`config.mk`:
```
export PLATFORM = sky130hd
export DESIGN_NAME = twmr_top
export DESIGN_NICKNAME = d
export VERILOG_FILES = /design/src/twmr_sync.v /design/src/twmr_top.v
export VERILOG_INCLUDE_DIRS = /design/src
export SDC_FILE = /design/constraint.sdc
export NUM_CORES = 1
export LEC_CHECK = 0
export ABC_AREA = 1
export BUFFER_PORTS_ARGS = -buffer_cell sky130_fd_sc_hd__buf_2
export CAP_MARGIN = 20
export CORE_UTILIZATION = 29
export DETAILED_ROUTE_END_ITERATION = 10
export HOLD_SLACK_MARGIN = 0.12
export SLEW_MARGIN = 20
export SYNTH_ARGS = -nofsm -noshare
export SYNTH_HDL_FRONTEND = slang
export SYNTH_SLANG_ARGS = --single-unit
```
`constraint.sdc`:
```
create_clock -name core_clk -period 3.22 [get_ports core_clk]
set_clock_uncertainty 0.05 [all_clocks]
set_input_delay 0.644 -clock core_clk [delete_from_list [all_inputs] [get_ports core_clk]]
set_output_delay 0.644 -clock core_clk [all_outputs]
set_load 0.005 [all_outputs]
```
`src/twmr_defs.vh`:
```
// Purpose: constants for the two-wire master receiver block
// Assumes: register offsets are local choices; eight-bit registers
// Notes: status codes carry zero prescaler bits
`ifndef TWMR_DEFS_VH
`define TWMR_DEFS_VH

// register offsets on the plain register port
`define TWMR_ADDR_CONTROL 2'h0
`define TWMR_ADDR_STATUS 2'h1
`define TWMR_ADDR_DATA 2'h2
`define TWMR_ADDR_BITRATE 2'h3

// control register bit positions
`define TWMR_B_DONE 7
`define TWMR_B_ACKEN 6
`define TWMR_B_START 5
`define TWMR_B_STOP 4
`define TWMR_B_WCOL 3
`define TWMR_B_EN 2
`define TWMR_B_IE 0

// reset values
`define TWMR_RST_CONTROL 8'h00
`define TWMR_RST_DATA 8'hff
`define TWMR_RST_BITRATE 8'h0f

// status codes
`define TWMR_ST_START 8'h08
`define TWMR_ST_RSTART 8'h10
`define TWMR_ST_WADDR_ACK 8'h18
`define TWMR_ST_WADDR_NACK 8'h20
`define TWMR_ST_ARB_LOST 8'h38
`define TWMR_ST_RADDR_ACK 8'h40
`define TWMR_ST_RADDR_NACK 8'h48
`define TWMR_ST_DATA_ACK 8'h50
`define TWMR_ST_DATA_NACK 8'h58
`define TWMR_ST_IDLE 8'hf8

`endif

```
`src/twmr_sync.v`:
```
// Purpose: two-flop synchroniser for a vector of pin levels
// Assumes: inputs are asynchronous levels
// Notes: first stage is read only by the second stage
`timescale 1ns/1ps
`default_nettype none
module twmr_sync #(
	parameter W = 2
) (
	input wire clk,
	input wire rst_n,
	input wire [W-1:0] async_in,
	output wire [W-1:0] sync_out
);
	reg [W-1:0] meta_q;
	reg [W-1:0] sync_q;

	// idle bus lines are high, so reset to ones
	always @(posedge clk or negedge rst_n)
	begin
		if (!rst_n)
		begin
			meta_q <= {W{1'b1}};
			sync_q <= {W{1'b1}};
		end
		else
		begin
			meta_q <= async_in;
			sync_q <= meta_q;
		end
	end

	assign sync_out = sync_q;
endmodule
`default_nettype wire

```
`src/twmr_top.v`:
```
// Purpose: master receiver engine of a two-wire serial unit
// Assumes: registers reached over a plain strobe port, one-cycle read data
// Notes: slave modes are outside; arbitration loss releases the bus
//
// Contract
// - read bit selects receive, write selects send
// - start request waits for free bus
// - start sent sets flag, status 0x08
// - writing one clears flag, resumes transfer
// - read address sent: 0x38, 0x40, 0x48
// - received byte readable while flag set
// - last byte answered with nack
// - stop request ends transfer with stop
// - stop request bit self-clears after stop
// - start with flag clear gives repeated start
// - in 0x10 write address switches send
// - 0x38: release or start when free
// - 0x40: receive byte, ack per enable
// - 0x48: restart, stop, or stop-start
// - 0x50: next byte, ack per enable
// - 0x58: restart, stop, or stop-start
// - data write with flag low discarded
//
// The register offsets and the plain strobed port were decided locally.
`timescale 1ns/1ps
`default_nettype none
`include "twmr_defs.vh"
module twmr_top #(
	parameter BUS_FREE_CYC = 250
) (
	input wire core_clk,
	input wire arst_n,
	input wire [1:0] reg_addr,
	input wire [7:0] reg_wdata,
	input wire reg_wr,
	input wire reg_rd,
	output reg [7:0] reg_rdata,
	input wire scl_i,
	output wire scl_o,
	output wire scl_oe,
	input wire sda_i,
	output wire sda_o,
	output wire sda_oe,
	output wire irq
);
	// bus engine states
	localparam S_IDLE = 4'd0;
	localparam S_WAITFREE = 4'd1;
	localparam S_START = 4'd2;
	localparam S_BIT = 4'd3;
	localparam S_HOLD = 4'd4;
	localparam S_STOP = 4'd5;
	localparam S_RSTART = 4'd6;

	reg rst_m_q, rst_q;
	wire rst_n = rst_q;
	wire scl_s, sda_s;

	// release reset through two flops
	always @(posedge core_clk or negedge arst_n)
	begin
		if (!arst_n)
		begin
			rst_m_q <= 1'b0;
			rst_q <= 1'b0;
		end
		else
		begin
			rst_m_q <= 1'b1;
			rst_q <= rst_m_q;
		end
	end

	twmr_sync #(.W(2)) u_sync (
		.clk(core_clk),
		.rst_n(rst_n),
		.async_in({scl_i, sda_i}),
		.sync_out({scl_s, sda_s})
	);

	reg done_q, acken_q, start_q, stop_q, wcol_q, en_q, ie_q;
	reg [7:0] status_q, data_q, bitrate_q;
	reg [3:0] state_q;
	reg [1:0] phase_q;
	reg [7:0] qcnt_q;
	reg [3:0] bit_q;
	reg [7:0] shift_q;
	reg rx_q, last_dir_q, nack_q;
	reg scl_low_q, sda_low_q;
	reg [8:0] free_q;

	wire wr_ctl = reg_wr && (reg_addr == `TWMR_ADDR_CONTROL);
	wire wr_dat = reg_wr && (reg_addr == `TWMR_ADDR_DATA);
	wire clr_done = wr_ctl && reg_wdata[`TWMR_B_DONE];
	wire tick = (qcnt_q == 8'h00);
	// widen the counter rather than slicing the parameter
	wire bus_free = ({23'h00_0000, free_q} >= BUS_FREE_CYC);
	wire set_done;
	reg set_done_r;
	reg [7:0] set_status_r;
	assign set_done = set_done_r;

	// bus-free detect: lines idle high long enough means nobody owns the bus
	always @(posedge core_clk or negedge rst_n)
	begin
		if (!rst_n)
			free_q <= 9'h000;
		else if (!(scl_s && sda_s))
			free_q <= 9'h000; // any activity restarts the wait
		else if (!bus_free)
			free_q <= free_q + 9'h001;
	end

	// software register writes; hardware set of flag wins over clear
	always @(posedge core_clk or negedge rst_n)
	begin
		if (!rst_n)
		begin
			done_q <= 1'b0;
			acken_q <= 1'b0;
			start_q <= 1'b0;
			stop_q <= 1'b0;
			wcol_q <= 1'b0;
			en_q <= 1'b0;
			ie_q <= 1'b0;
			bitrate_q <= `TWMR_RST_BITRATE;
		end
		else
		begin
			if (wr_ctl)
			begin
				acken_q <= reg_wdata[`TWMR_B_ACKEN];
				start_q <= reg_wdata[`TWMR_B_START];
				stop_q <= reg_wdata[`TWMR_B_STOP];
				en_q <= reg_wdata[`TWMR_B_EN];
				ie_q <= reg_wdata[`TWMR_B_IE];
			end
			if (wr_ctl && !reg_wdata[`TWMR_B_EN])
				stop_q <= 1'b0;
			else if (state_q == S_STOP && phase_q == 2'd2 && tick)
				stop_q <= 1'b0;
			if (set_done)
				done_q <= 1'b1;
			else if (clr_done)
				done_q <= 1'b0;
			if (wr_dat && !done_q)
				wcol_q <= 1'b1;
			else if (wr_dat)
				wcol_q <= 1'b0;
			if (reg_wr && reg_addr == `TWMR_ADDR_BITRATE)
				bitrate_q <= reg_wdata;
		end
	end

	// data register: software loads only while flag set, hardware loads rx byte
	always @(posedge core_clk or negedge rst_n)
	begin
		if (!rst_n)
			data_q <= `TWMR_RST_DATA;
		else if (set_done && rx_q)
			data_q <= shift_q;
		else if (wr_dat && done_q)
			data_q <= reg_wdata;
	end

	// next flag event and its status code
	always @*
	begin
		set_done_r = 1'b0;
		set_status_r = status_q;
		if (state_q == S_START && phase_q == 2'd1 && tick)
		begin
			set_done_r = 1'b1;
			set_status_r = `TWMR_ST_START;
		end
		else if (state_q == S_RSTART && phase_q == 2'd3 && tick)
		begin
			set_done_r = 1'b1;
			set_status_r = `TWMR_ST_RSTART;
		end
		else if (state_q == S_BIT && bit_q == 4'd8 && phase_q == 2'd3 && tick)
		begin
			set_done_r = 1'b1;
			if (rx_q)
				set_status_r = nack_q ? `TWMR_ST_DATA_NACK : `TWMR_ST_DATA_ACK;
			else if (last_dir_q)
				set_status_r = sda_s ? `TWMR_ST_RADDR_NACK : `TWMR_ST_RADDR_ACK;
			else
				set_status_r = sda_s ? `TWMR_ST_WADDR_NACK : `TWMR_ST_WADDR_ACK;
		end
		else if (state_q == S_BIT && phase_q == 2'd2 && tick && sda_oe == 1'b0
			&& !rx_q && bit_q != 4'd8 && shift_q[7] && !sda_s)
		begin
			set_done_r = 1'b1;
			set_status_r = `TWMR_ST_ARB_LOST;
		end
	end

	// bus engine: quarter-bit phases paced by the bit rate register
	always @(posedge core_clk or negedge rst_n)
	begin
		if (!rst_n)
		begin
			state_q <= S_IDLE;
			phase_q <= 2'd0;
			qcnt_q <= 8'h00;
			bit_q <= 4'd0;
			shift_q <= 8'h00;
			rx_q <= 1'b0;
			last_dir_q <= 1'b0;
			nack_q <= 1'b0;
			scl_low_q <= 1'b0;
			sda_low_q <= 1'b0;
			status_q <= `TWMR_ST_IDLE;
		end
		else
		begin
			if (set_done)
				status_q <= set_status_r;
			qcnt_q <= tick ? bitrate_q : qcnt_q - 8'h01;
			if (!en_q)
			begin
				state_q <= S_IDLE;
				scl_low_q <= 1'b0;
				sda_low_q <= 1'b0;
			end
			else
			begin
				case (state_q)
				S_IDLE:
				begin
					scl_low_q <= 1'b0;
					sda_low_q <= 1'b0;
					if (start_q && !done_q)
						state_q <= S_WAITFREE;
				end
				S_WAITFREE:
				begin
					phase_q <= 2'd0;
					if (bus_free && tick)
						state_q <= S_START;
				end
				S_START:
				begin
					// pull data low while clock high, then clock low
					if (tick)
					begin
						phase_q <= phase_q + 2'd1;
						if (phase_q == 2'd0)
							sda_low_q <= 1'b1;
						else
						begin
							scl_low_q <= 1'b1;
							state_q <= S_HOLD;
						end
					end
				end
				S_HOLD:
				begin
					// clock held low until software clears the flag; released at once after arbitration loss
					phase_q <= 2'd0;
					if (status_q == `TWMR_ST_ARB_LOST)
					begin
						scl_low_q <= 1'b0;
						sda_low_q <= 1'b0;
						if (!done_q)
							state_q <= start_q ? S_WAITFREE : S_IDLE;
					end
					else if (!done_q && stop_q)
						state_q <= S_STOP;
					else if (!done_q && start_q)
						state_q <= S_RSTART;
					else if (!done_q)
					begin
						state_q <= S_BIT;
						bit_q <= 4'd0;
						if (status_q == `TWMR_ST_START || status_q == `TWMR_ST_RSTART)
						begin
							// address byte taken from data register
							shift_q <= data_q;
							rx_q <= 1'b0;
							last_dir_q <= data_q[0];
						end
						else if (last_dir_q)
						begin
							shift_q <= 8'hff;
							rx_q <= 1'b1;
						end
						else
						begin
							shift_q <= data_q;
							rx_q <= 1'b0;
						end
					end
				end
				S_BIT:
				begin
					// phase 0 sets data, 1 raises clock, 2 samples, 3 lowers clock
					if (tick)
					begin
						phase_q <= phase_q + 2'd1;
						if (phase_q == 2'd0)
						begin
							if (bit_q == 4'd8)
							begin
								sda_low_q <= rx_q & acken_q;
								// kept apart so the received byte stays intact
								nack_q <= !acken_q;
							end
							else
								sda_low_q <= !rx_q & !shift_q[7];
						end
						else if (phase_q == 2'd1)
							scl_low_q <= 1'b0;
						else if (phase_q == 2'd2)
						begin
							if (set_done)
							begin
								state_q <= S_HOLD; // arbitration lost
								scl_low_q <= 1'b0;
								sda_low_q <= 1'b0;
							end
							else if (bit_q != 4'd8)
								shift_q <= {shift_q[6:0], sda_s};
						end
						else
						begin
							scl_low_q <= 1'b1;
							if (bit_q == 4'd8)
								state_q <= S_HOLD;
							else
								bit_q <= bit_q + 4'd1;
						end
					end
				end
				S_STOP:
				begin
					// data low, clock released, then data released
					if (tick)
					begin
						phase_q <= phase_q + 2'd1;
						if (phase_q == 2'd0)
							sda_low_q <= 1'b1;
						else if (phase_q == 2'd1)
							scl_low_q <= 1'b0;
						else if (phase_q == 2'd2)
						begin
							sda_low_q <= 1'b0;
							status_q <= `TWMR_ST_IDLE;
							state_q <= start_q ? S_WAITFREE : S_IDLE;
						end
					end
				end
				S_RSTART:
				begin
					// release data, release clock, then start again
					if (tick)
					begin
						phase_q <= phase_q + 2'd1;
						if (phase_q == 2'd0)
							sda_low_q <= 1'b0;
						else if (phase_q == 2'd1)
							scl_low_q <= 1'b0;
						else if (phase_q == 2'd2)
							sda_low_q <= 1'b1;
						else
						begin
							scl_low_q <= 1'b1;
							state_q <= S_HOLD;
						end
					end
				end
				default:
					state_q <= S_IDLE;
				endcase
			end
		end
	end

	// open drain: drive low only
	assign scl_o = 1'b0;
	assign sda_o = 1'b0;
	assign scl_oe = scl_low_q;
	assign sda_oe = sda_low_q;

	assign irq = done_q & ie_q;

	// registered read data, one cycle after the strobe
	always @(posedge core_clk or negedge rst_n)
	begin
		if (!rst_n)
			reg_rdata <= 8'h00;
		else if (reg_rd)
		begin
			case (reg_addr)
			`TWMR_ADDR_CONTROL:
				reg_rdata <= {done_q, acken_q, start_q, stop_q, wcol_q, en_q, 1'b0, ie_q};
			`TWMR_ADDR_STATUS:
				reg_rdata <= status_q; // prescaler bits read zero
			`TWMR_ADDR_DATA:
				reg_rdata <= data_q;
			default:
				reg_rdata <= bitrate_q;
			endcase
		end
		else
			reg_rdata <= 8'h00;
	end
endmodule
`default_nettype wire

```
### Yosys cells after proc, flatten, opt, wreduce, memory -nomap -nowiden

Index checks and enable logic that the tools add are counted.

* magnitude comparators: 1
* shifts and indexed selects: 0
* bitwise gates (word level): 8
* equal/unequal tests: 63
* reductions and logical operators: 56
* divide/modulo/power cells: 0
* mux-type cells: 121
* multipliers: 0
* add/sub/neg operators: 4

Operators by type and width (count)
* $mux W8: 27
* $mux W4: 35
* $mux W1: 46
* $ne A3 B3 Y1 const B: 15
* $logic_and A1 B1 Y1: 28
* $ne A4 B4 Y1 const B: 7
* $pmux W4 S7: 1
* $pmux W8 S3: 1
* $ne A2 B2 Y1 const B: 11
* $reduce_and A19 Y1: 1
* $mux W9: 2
* $ne A4 B2 Y1 const B: 4
* $pmux W8 S2: 1
* $mux W7: 2
* $reduce_and A14 Y1: 1
* $reduce_and A13 Y1: 1
* $eq A4 B3 Y1 const B: 3
* $pmux W1 S6: 2
* $reduce_and A12 Y1: 1
* $reduce_and A11 Y1: 1
* $ne A5 B5 Y1 const B: 2
* $reduce_bool A2 Y1: 5
* $add A9 B1 Y9 const B: 1
* $ge A9 B8 Y1 const B: 1
* 33 further kinds: 54

* bits in writable memories: 0
* bits in read-only memories: 0
* latch bits: 0
* register bits after elaboration: 85
* bits of input ports: 16
* output and inout bits: 13
* logic and storage cells: 279
* memories kept: 0

### Depth between registers and ports, before layout

Gate-level depths: netlist of run 1.

* word-level depth: 19
* mapped depth: 13
* gate-level depth less buffers: 13

### Modules after synthesis

Synthesis of run 1 repeated with hierarchy kept, for this count alone.

* cell total of the unflattened synthesis: 645
* area, all modules: 4948.5 µm²

By module, submodules not included
* twmr_top: cells each 641, area each 4843.4 µm², seq. area each 2023.2 µm², times used 1
* twmr_sync: cells each 4, area each 105.1 µm², seq. area each 105.1 µm², times used 1

### Least setup slack after synthesis of run 1

No wires, ideal clock.

* path kind: reg2reg
* start point: register phase_q[0]
* end point: register shift_q[1]
* stages on the path, launching flop included: 11
* required time: 3.047 ns
* arrival: 1.616 ns
* library setup time: 0.123 ns
* path slack: 1.431 ns
* period minus slack after synthesis: 1.789 ns
* buffers on the path: 1
* path through: dfrtp_1 inv_1 ha_1 inv_2 nor2_2 nand3_1 nand2_2 inv_2 nand3_4 buf_8 o21ai_2

* word-level cells in the longest chain between the ends: 14
* elaborated cells between the ends (all ways): 26
* classes of those cells: eq/ne (7); mux (4); reduce/logical (15)

Ends and longest elaborated chain
* start, declared: RTL line twmr_top.v:84 `reg [1:0] phase_q;`
* start signal, assigned: RTL line twmr_top.v:248 `phase_q <= phase_q + 2'd1;`
* start signal, assigned: RTL line twmr_top.v:301 `phase_q <= phase_q + 2'd1;`
* start signal, assigned: RTL line twmr_top.v:341 `phase_q <= phase_q + 2'd1;`
* $eq A2 B2 Y1: RTL line twmr_top.v:191, twmr_top.v:315
* $logic_and A1 B1 Y1 (3 in series): RTL line twmr_top.v:191 `else if (state_q == S_BIT && phase_q == 2'd2 && tick && sda_oe == 1'b0`
* $logic_and A1 B1 Y1 (4 in series): RTL line twmr_top.v:192 `&& !rx_q && bit_q != 4'd8 && shift_q[7] && !sda_s)`
* $mux W1: RTL line twmr_top.v:191
* $mux W1: RTL line twmr_top.v:181 `else if (state_q == S_BIT && bit_q == 4'd8 && phase_q == 2'd3 && tick)`
* $mux W1: RTL line twmr_top.v:176 `else if (state_q == S_RSTART && phase_q == 2'd3 && tick)`
* $mux W1: RTL line twmr_top.v:171 `if (state_q == S_START && phase_q == 2'd1 && tick)`
* $ne A2 B2 Y1 (no line)
* $reduce_and A12 Y1 (no line) (*)
* end signal, assigned: RTL line twmr_top.v:280 `shift_q <= data_q;`
* end signal, assigned: RTL line twmr_top.v:291 `shift_q <= data_q;`
* end signal, assigned: RTL line twmr_top.v:324 `shift_q <= {shift_q[6:0], sda_s};`
* end, declared: RTL line twmr_top.v:87 `reg [7:0] shift_q;`

Every way passes the cells marked *; elsewhere a longest branch is shown, timed or not.
A chain may end at the register's enable or synchronous reset.

### Worst setup path in the final report of run 1

Same ends and word-level chain as after synthesis.

==> results of run 1 <==
cells by family (layout without fill, tap and decap cells):
group	count (synthesis)	after routing
other	2	3
adders and majority gates	13	13
DFF	84	84
AOI/OAI and AO/OA	115	115
buffers and inverters	98	128
xor gates and xnor gates	6	6
and+or+nand+nor	315	315
muxes	1	1
registers in the layout (all words and copies together), names as in the netlist, 2 cells and up:
register,cells
phase_q,2
reg_rdata,8
bitrate_q,8
qcnt_q,8
u_sync.sync_out,2
u_sync.meta_q,2
status_q,8
data_q,8
free_q,9
state_q,3
shift_q,8
bit_q,4
area by class of cell:
class,count,share of cell area [%]
multi-input cells,453,43.09
flip-flops and latches,84,37.52
inverters,83,5.526
well taps,220,4.844
clock buffers,12,4.337
repair buffers,29,2.950
clock inverters,4,1.739
metrics by stage:
stage	hold slack, ns	power, mW	worst slack, ns	utilization, %	instance area [sq um]
after CTS	0.3081	3.575	1.101	34.03	5683
after detailed placement	0.2927	2.337	1.109	31.90	5328
final	0.3064	3.552	1.064	34.03	5683
after floorplan	0.2812	2.111	0.6939	-	5000
after global routing	0.3109	3.748	0.9107	34.03	5683
after global placement	0.2856	2.332	1.122	31.90	5328
per-layer routing:
layer / GRT usage (%) / vias to the layer above / wire, microns
met2: 22.80 / 104 / 5690
met5: 0 / - / 0
met1: 20.53 / 1982 / 6100
met3: 2.702 / 18 / 507
met4: 6.313 / 0 / 273
li1: - / 2107 / -
cells in the final DEF, fill, tap and decap left out, drive strengths merged:
cell and count:
clkinv 1, o221ai 5, o31ai 2, a211oi 1
nor4 5, nor3 15, ha 13, a21oi 19
buf 28, a221oi 1, xnor2 2, nand3b 1
clkbuf 12, mux2i 1, o21ai 76, nor2 88
xor2 4, o211ai 2, a31oi 2, dfrtp 63
o21a 2, dlygate4sd3 1, nand2 153, bufinv 3
nand4 13, nand3 40, conb 3, o22ai 2
o21bai 1, o2111ai 1, a22oi 1, inv 83
dfstp 21
how the worst max path moves through the flow:
stage | endpoint
final | shift_q[1]$_DFFE_PN0P_
after global routing | data_q[1]$_DFFE_PN1P_
after global placement | shift_q[4]$_DFFE_PN0P_
after CTS | shift_q[1]$_DFFE_PN0P_
after floorplan | acken_q$_DFFE_PN0P_
after detailed placement | shift_q[1]$_DFFE_PN0P_
power groups by stage:
| stage | combinational (mW) | clock, mW | sequential (mW) |
|---|---|---|---|
| final | 0.848 | 1.22 | 1.48 |
| after detailed placement | 0.839 | 0 | 1.50 |
| after floorplan | 0.731 | 0 | 1.38 |
| after global placement | 0.835 | 0 | 1.50 |
| after CTS | 0.846 | 1.25 | 1.48 |
| after global routing | 0.954 | 1.29 | 1.51 |
==> insert_results.sql, run 1 <==
INSERT INTO impl_metrics (metric_group, metric, value, unit) VALUES
('outcome', 'run_status', 'completed', ''),
('timing', 'grt_setup_unrepaired', 'false', ''),
('placement', 'place_congestion', '0.8633', ''),
('critical_path', 'critPathCaptureType', 'flip-flop', ''),
('logic_synthesis', 'syn_area_per_cell', '7.880', 'sq um'),
('floorplan', 'die_w', '133.3', 'microns'),
('logic_synthesis', 'synth_flop_cell', 'sky130_fd_sc_hd__dfrtp_1', ''),
('logic_synthesis', 'post_synth_inst_count', '634', ''),
('critical_path', 'critPathMaxFanout', '16', ''),
('drt', 'remaining_drcs', '0', ''),
('critical_path', 'critPathLaunch', 'phase_q[0]$_DFFE_PN0P_', ''),
('clock_tree', 'cts_root_buffer', 'sky130_fd_sc_hd__clkbuf_16', ''),
('logic_synthesis', 'synth_seq_cells', '84', ''),
('drt', 'route.detailed.vias_per_inst', '4.758', ''),
('clock_tree', 'post_cts.resized_instances', '0', ''),
('power_and_ir_drop', 'clockPowerShare', '34.5', '%'),
('cells_and_area', 'multi_input_comb_area', '2449', 'sq um'),
('critical_path', 'slowest_delay', '0.43', 'ns'),
('job', 'maxCapViolCount', '0', ''),
('global_route', 'pin_count_of_the_biggest_net_entering_global_routing', '56', ''),
('min_path', 'holdPathEnd', 'u_sync.sync_out[1]$_DFF_PN1_', ''),
('cells_and_area', 'n_fill_cell', '1750', ''),
('timing', 'fin_tns_setup', '0', 'ns'),
('critical_path', 'critical_path_class', 'reg -> reg', ''),
('cells_and_area', 'insertedDiodeCount', '0', ''),
('critical_path', 'worst_path_dominant_cell_family', 'simple AND/OR/NAND/NOR gates', ''),
('logic_synthesis', 'synth-warning-count', '0', ''),
('min_path', 'whs_path_depth', '0', ''),
('critical_path', 'ff_to_ff_setup_slack', '1.06', 'ns'),
('logic_synthesis', 'synth_compound_gate_area_share', '13.20', '%'),
('floorplan', 'initial_cell_density_of_the_core', '29.91', '%'),
('cells_and_area', 'drive_above_1_share', '19.10', '%'),
('timing', 'final_max_slew_viol_count', '0', ''),
('logic_synthesis', 'ys_types', '48', ''),
('timing', 'worst_slew_pin_tran', '0.7495', 'ns'),
('clock_tree', 'cts.clk_slew.worst_paths', '0.06', 'ns'),
('clock_tree', 'cts_buffers', '9', ''),
('clock_tree', 'worst_skew_pair.late_latency', '0.35', 'ns'),
('critical_path', 'startpoint_type', 'flip-flop', ''),
('logic_synthesis', 'post-synth-top-area-cell', 'sky130_fd_sc_hd__dfrtp_1', ''),
('critical_path', 'crit_required', '3.44', 'ns'),
('logic_synthesis', 'post_synth_mux_area_share', '0.2004', '%'),
('critical_path', 'timing.critical_path.buf_inv', '3', ''),
('global_route', 'global_route.usage.total', '14.89', '%'),
('power_and_ir_drop', 'leakagePower', '2.796', 'nW'),
('clock_tree', 'clock_sinks', '84', ''),
('timing', 'slew-limit-headroom', '50.03', '%'),
('global_route', 'grt.overflow.total', '0', ''),
('logic_synthesis', 'synth.area.top_cells', 'sky130_fd_sc_hd__dfrtp_1 (32%), sky130_fd_sc_hd__dfstp_2 (11%), sky130_fd_sc_hd__nand2_1 (10%), sky130_fd_sc_hd__o21ai_0 (6.4%), sky130_fd_sc_hd__inv_1 (5.8%)', ''),
('placement', 'post-place-cells', '868', ''),
('logic_synthesis', 'main_combinational_cell_family_by_area_after_synthesis', 'simple AND/OR/NAND/NOR gates', ''),
('floorplan', 'num_io_pins', '29', ''),
('timing', 'final.period_utilization', '66.96', '%'),
('timing', 'fmaxAchievable', '463.8', 'MHz'),
('power_and_ir_drop', 'worst_ir_drop_vdd', '0.0002647', 'V'),
('placement', 'post-dp-hpwl', '9.409', 'mm'),
('floorplan', 'area_of_the_core', '16700', 'sq um'),
('cells_and_area', 'nets', '689', ''),
('logic_synthesis', 'synth-simple-area-share', '31.08', '%'),
('clock_tree', 'clock_tree.buffer_depth', '2', ''),
('clock_tree', 'post-cts-setup-buffer-count', '0', ''),
('critical_path', 'r2r.worst_path.cells', '10', ''),
('power_and_ir_drop', 'cellInternalPower', '2.339', 'mW'),
('logic_synthesis', 'synth.yosys.seq_area_share', '42.60', '%'),
('logic_synthesis', 'synth-async-reset-ratio', '100.0', '%'),
('timing', 'setup-violations-final', '0', ''),
('timing', 'finalHoldViolCount', '0', ''),
('critical_path', 'critical_path_depth', '10', ''),
('logic_synthesis', 'synth-edff-count', '0', ''),
('drt', 'drt-wirelength-per-cell', '14.21', 'microns'),
('cells_and_area', 'flow.area_growth_from_synthesis', '13.75', '%');
No activity file was read; power rests on OpenSTA's default activity.
==> run 2: changes to the inputs <==
- clock period: 3.22 -> 1.9 ns (I/O delays scaled with it)
==> insert_results.sql, run 2 (synthesized netlist as in run 1, its figures left out) <==
INSERT INTO impl_metrics (metric_group, metric, value, unit) VALUES
('outcome', 'run_status', 'completed', ''),
('timing', 'grt_setup_unrepaired', 'true', ''),
('drt', 'totalWireLength', '13.38', 'mm'),
('timing', 'finalHoldViolCount', '0', ''),
('critical_path', 'worst_ep_arrival_time', '2.00', 'ns'),
('clock_tree', 'clock_sinks', '84', ''),
('clock_tree', 'cts_buffers', '9', ''),
('clock_tree', 'clock_tree.buffer_depth', '2', ''),
('floorplan', 'area_of_the_core', '16700', 'sq um'),
('clock_tree', 'h_tree_levels', '3', ''),
('critical_path', 'cp_common_cell', 'sky130_fd_sc_hd__nand2_1', ''),
('clock_tree', 'tritoncts', 'built', ''),
('clock_tree', 'worst_skew_pair.late_latency', '0.34', 'ns'),
('critical_path', 'timing.critical_path.buf_inv', '3', ''),
('critical_path', 'crit_required', '2.08', 'ns'),
('power_and_ir_drop', 'p_total', '6.089', 'mW'),
('drt', 'routed-via-count', '4494', ''),
('cells_and_area', 'nets', '758', ''),
('global_route', 'grt_pass1_vias', '4120', ''),
('timing', 'worst_slew_pin_tran', '0.5145', 'ns'),
('power_and_ir_drop', 'leakagePower', '3.168', 'nW'),
('critical_path', 'slowest_delay', '0.38', 'ns'),
('floorplan', 'num_rows', '47', ''),
('cells_and_area', 'max_flop_register', 'free_q', ''),
('floorplan', 'initial_cell_density_of_the_core', '29.91', '%'),
('floorplan', 'die_area', '17760', 'sq um'),
('drt', 'route.detailed.vias_per_inst', '4.711', ''),
('placement', 'place_congestion', '0.8943', ''),
('global_route', 'global_route.usage.total', '15.42', '%'),
('critical_path', 'critical_path_class', 'reg -> reg', ''),
('floorplan', 'num_io_pins', '29', ''),
('drt', 'first_pass_iters', '5', ''),
('critical_path', 'critPathMaxFanout', '7', ''),
('timing', 'fmaxAchievable', '549.7', 'MHz'),
('critical_path', 'cp_cell_sequence', 'inv_1, ha_4, nand2_4, nor2_8, buf_6, buf_12, nand2_1, nand2_1, nand2_1, nand2_2, nand3_2, nand2_1, nand2_1', ''),
('min_path', 'hold_path.class', 'reg -> async', ''),
('critical_path', 'worst_path_dominant_cell_family', 'simple AND/OR/NAND/NOR gates', ''),
('placement', 'io_buffer_count', '26', ''),
('cells_and_area', 'final_common_cell', 'sky130_fd_sc_hd__nand2_1', ''),
('cells_and_area', 'layout.cells.most_common_list', 'sky130_fd_sc_hd__nand2_1 (128), sky130_fd_sc_hd__inv_1 (73), sky130_fd_sc_hd__nor2_1 (64)', ''),
('timing', 'final.setup.worst_slack', '0.08066', 'ns'),
('global_route', 'grt_antenna_before_repair', '0', ''),
('cells_and_area', 'drive_above_1_share', '30.52', '%'),
('critical_path', 'critPathCaptureType', 'flip-flop', ''),
('placement', 'post-dp-hpwl', '9.901', 'mm'),
('timing', 'setup-violations-final', '0', ''),
('cells_and_area', 'largest_reg_flops', '9', ''),
('cells_and_area', 'insertedDiodeCount', '0', ''),
('clock_tree', 'cts_root_buffer', 'sky130_fd_sc_hd__clkbuf_16', ''),
('drt', 'antenna_left', '0', ''),
('drt', 'remaining_drcs', '0', ''),
('placement', 'detailedPlace.worstSlack', '-0.01880', 'ns'),
('global_route', 'grt_pass1_wl', '21.43', 'mm'),
('cells_and_area', 'flow.area_growth_from_synthesis', '27.17', '%'),
('timing', 'finalWorstPathRequiredPeriod', '1.819', 'ns'),
('floorplan', 'dieHeight', '133.3', 'microns'),
('global_route', 'pin_count_of_the_biggest_net_entering_global_routing', '31', ''),
('clock_tree', 'cts.clk_slew.worst_paths', '0.06', 'ns'),
('timing', 'final_max_slew_viol_count', '0', ''),
('timing', 'slew-limit-headroom', '65.60', '%'),
('floorplan', 'die_w', '133.3', 'microns'),
('critical_path', 'timing.critical_path.slowest_stage_cell', 'sky130_fd_sc_hd__dfrtp_1', ''),
('timing', 'final.period_utilization', '95.75', '%'),
('job', 'maxCapViolCount', '0', ''),
('drt', 'drt-wirelength-per-cell', '14.02', 'microns'),
('power_and_ir_drop', 'worst_ir_drop_vdd', '0.0004804', 'V'),
('drt', 'drt_first_iter_violations', '433', ''),
('global_route', 'grt.overflow.total', '0', ''),
('power_and_ir_drop', 'power_density_over_the_cells', '958.4', 'nW/um^2'),
('critical_path', 'startpoint_type', 'flip-flop', '');
-- run 2: cell count changes in the layout (fill, tap and decap cells not counted), sizes merged --
cell	change
nand3	+1
dlygate4sd3	+2
clkbuf	-2
inv	+3
buf	+66
bufinv	-3
clkinv	+2
-- run 2: final timing paths --
kind,start,endpoint,slack (ns),depth (start not counted)
hold reg to reg,rst_n$_DFF_PN0_,free_q[4]$_DFFE_PN0P_,0.21,0
setup reg to reg,qcnt_q[1]$_DFF_PN0_,state_q[0]$_DFFE_PN0P_,0.08,13
max in group asynchronous,rst_n$_DFF_PN0_,status_q[7]$_DFF_PN1_,1.02,1
hold / removal,rst_n$_DFF_PN0_,free_q[4]$_DFFE_PN0P_,0.21,0
setup / recovery,qcnt_q[1]$_DFF_PN0_,state_q[0]$_DFFE_PN0P_,0.08,13
min in group core_clk,reg_wdata[3],bitrate_q[3]$_DFFE_PN1P_,0.24,3
-- run 2: through the flow --
stage | utilization [%] | instance area (sq um) | TNS [ns] | cells | hold WS, ns
final | 38.04 | 6354 | 0 | 954 | 0.2105
after global routing | 38.04 | 6354 | -0.1141 | 954 | 0.2415
after CTS | 36.16 | 6038 | 0 | 936 | 0.2255
after detailed placement | 34.00 | 5678 | -0.08003 | 913 | 0.1172
after global placement | 34.00 | 5678 | 0 | 913 | 0.1158
after floorplan | - | 5001 | 0 | 635 | 0.03441
-- run 2: power by group --
| group | leakage (nW) | internal, mW | switching, mW |
|---|---|---|---|
| sequential | 0.996 | 2.14 | 0.324 |
| clock | 0.139 | 0.903 | 0.767 |
| combinational | 2.03 | 0.820 | 1.14 |
-- run 2: layer usage --
layer  part of all wire, %  global-route usage [%]
met1                    47                   21.12
met2                    47                   24.19
met3                   4.4                   2.892
met4                   1.5                   5.492
met5                     0                       0
-- run 2: cell type report --
| cell class | instances | area, sq um |
|---|---|---|
| clock inverter | 6 | 47.55 |
| tap | 220 | 275.3 |
| clock buffer | 10 | 229.0 |
| inverter | 83 | 314.1 |
| fill | 1676 | 10350 |
| timing repair buffer | 97 | 732.0 |
| sequential | 84 | 2136 |
| multi-input combinational | 454 | 2620 |
-- run 2: worst register-to-register path, stage by stage, from the launching register on --
cell	delay, ns
sky130_fd_sc_hd__dfrtp_1	0.38
sky130_fd_sc_hd__inv_1	0.11
sky130_fd_sc_hd__ha_4	0.15
sky130_fd_sc_hd__nand2_4	0.07
sky130_fd_sc_hd__nor2_8	0.20
sky130_fd_sc_hd__buf_6	0.16
sky130_fd_sc_hd__buf_12	0.10
sky130_fd_sc_hd__nand2_1	0.05
sky130_fd_sc_hd__nand2_1	0.06
sky130_fd_sc_hd__nand2_1	0.06
sky130_fd_sc_hd__nand2_2	0.10
sky130_fd_sc_hd__nand3_2	0.10
sky130_fd_sc_hd__nand2_1	0.07
sky130_fd_sc_hd__nand2_1	0.05
-- run 2: repair_timing --
item	4_1_cts	5_1_grt
cloned	1	0
hold endpoints to repair	4	0
setup buffers	3	18
resized for setup	5	45
hold buffers	3	0
pin swaps	3	19
setup endpoints to repair	14	31
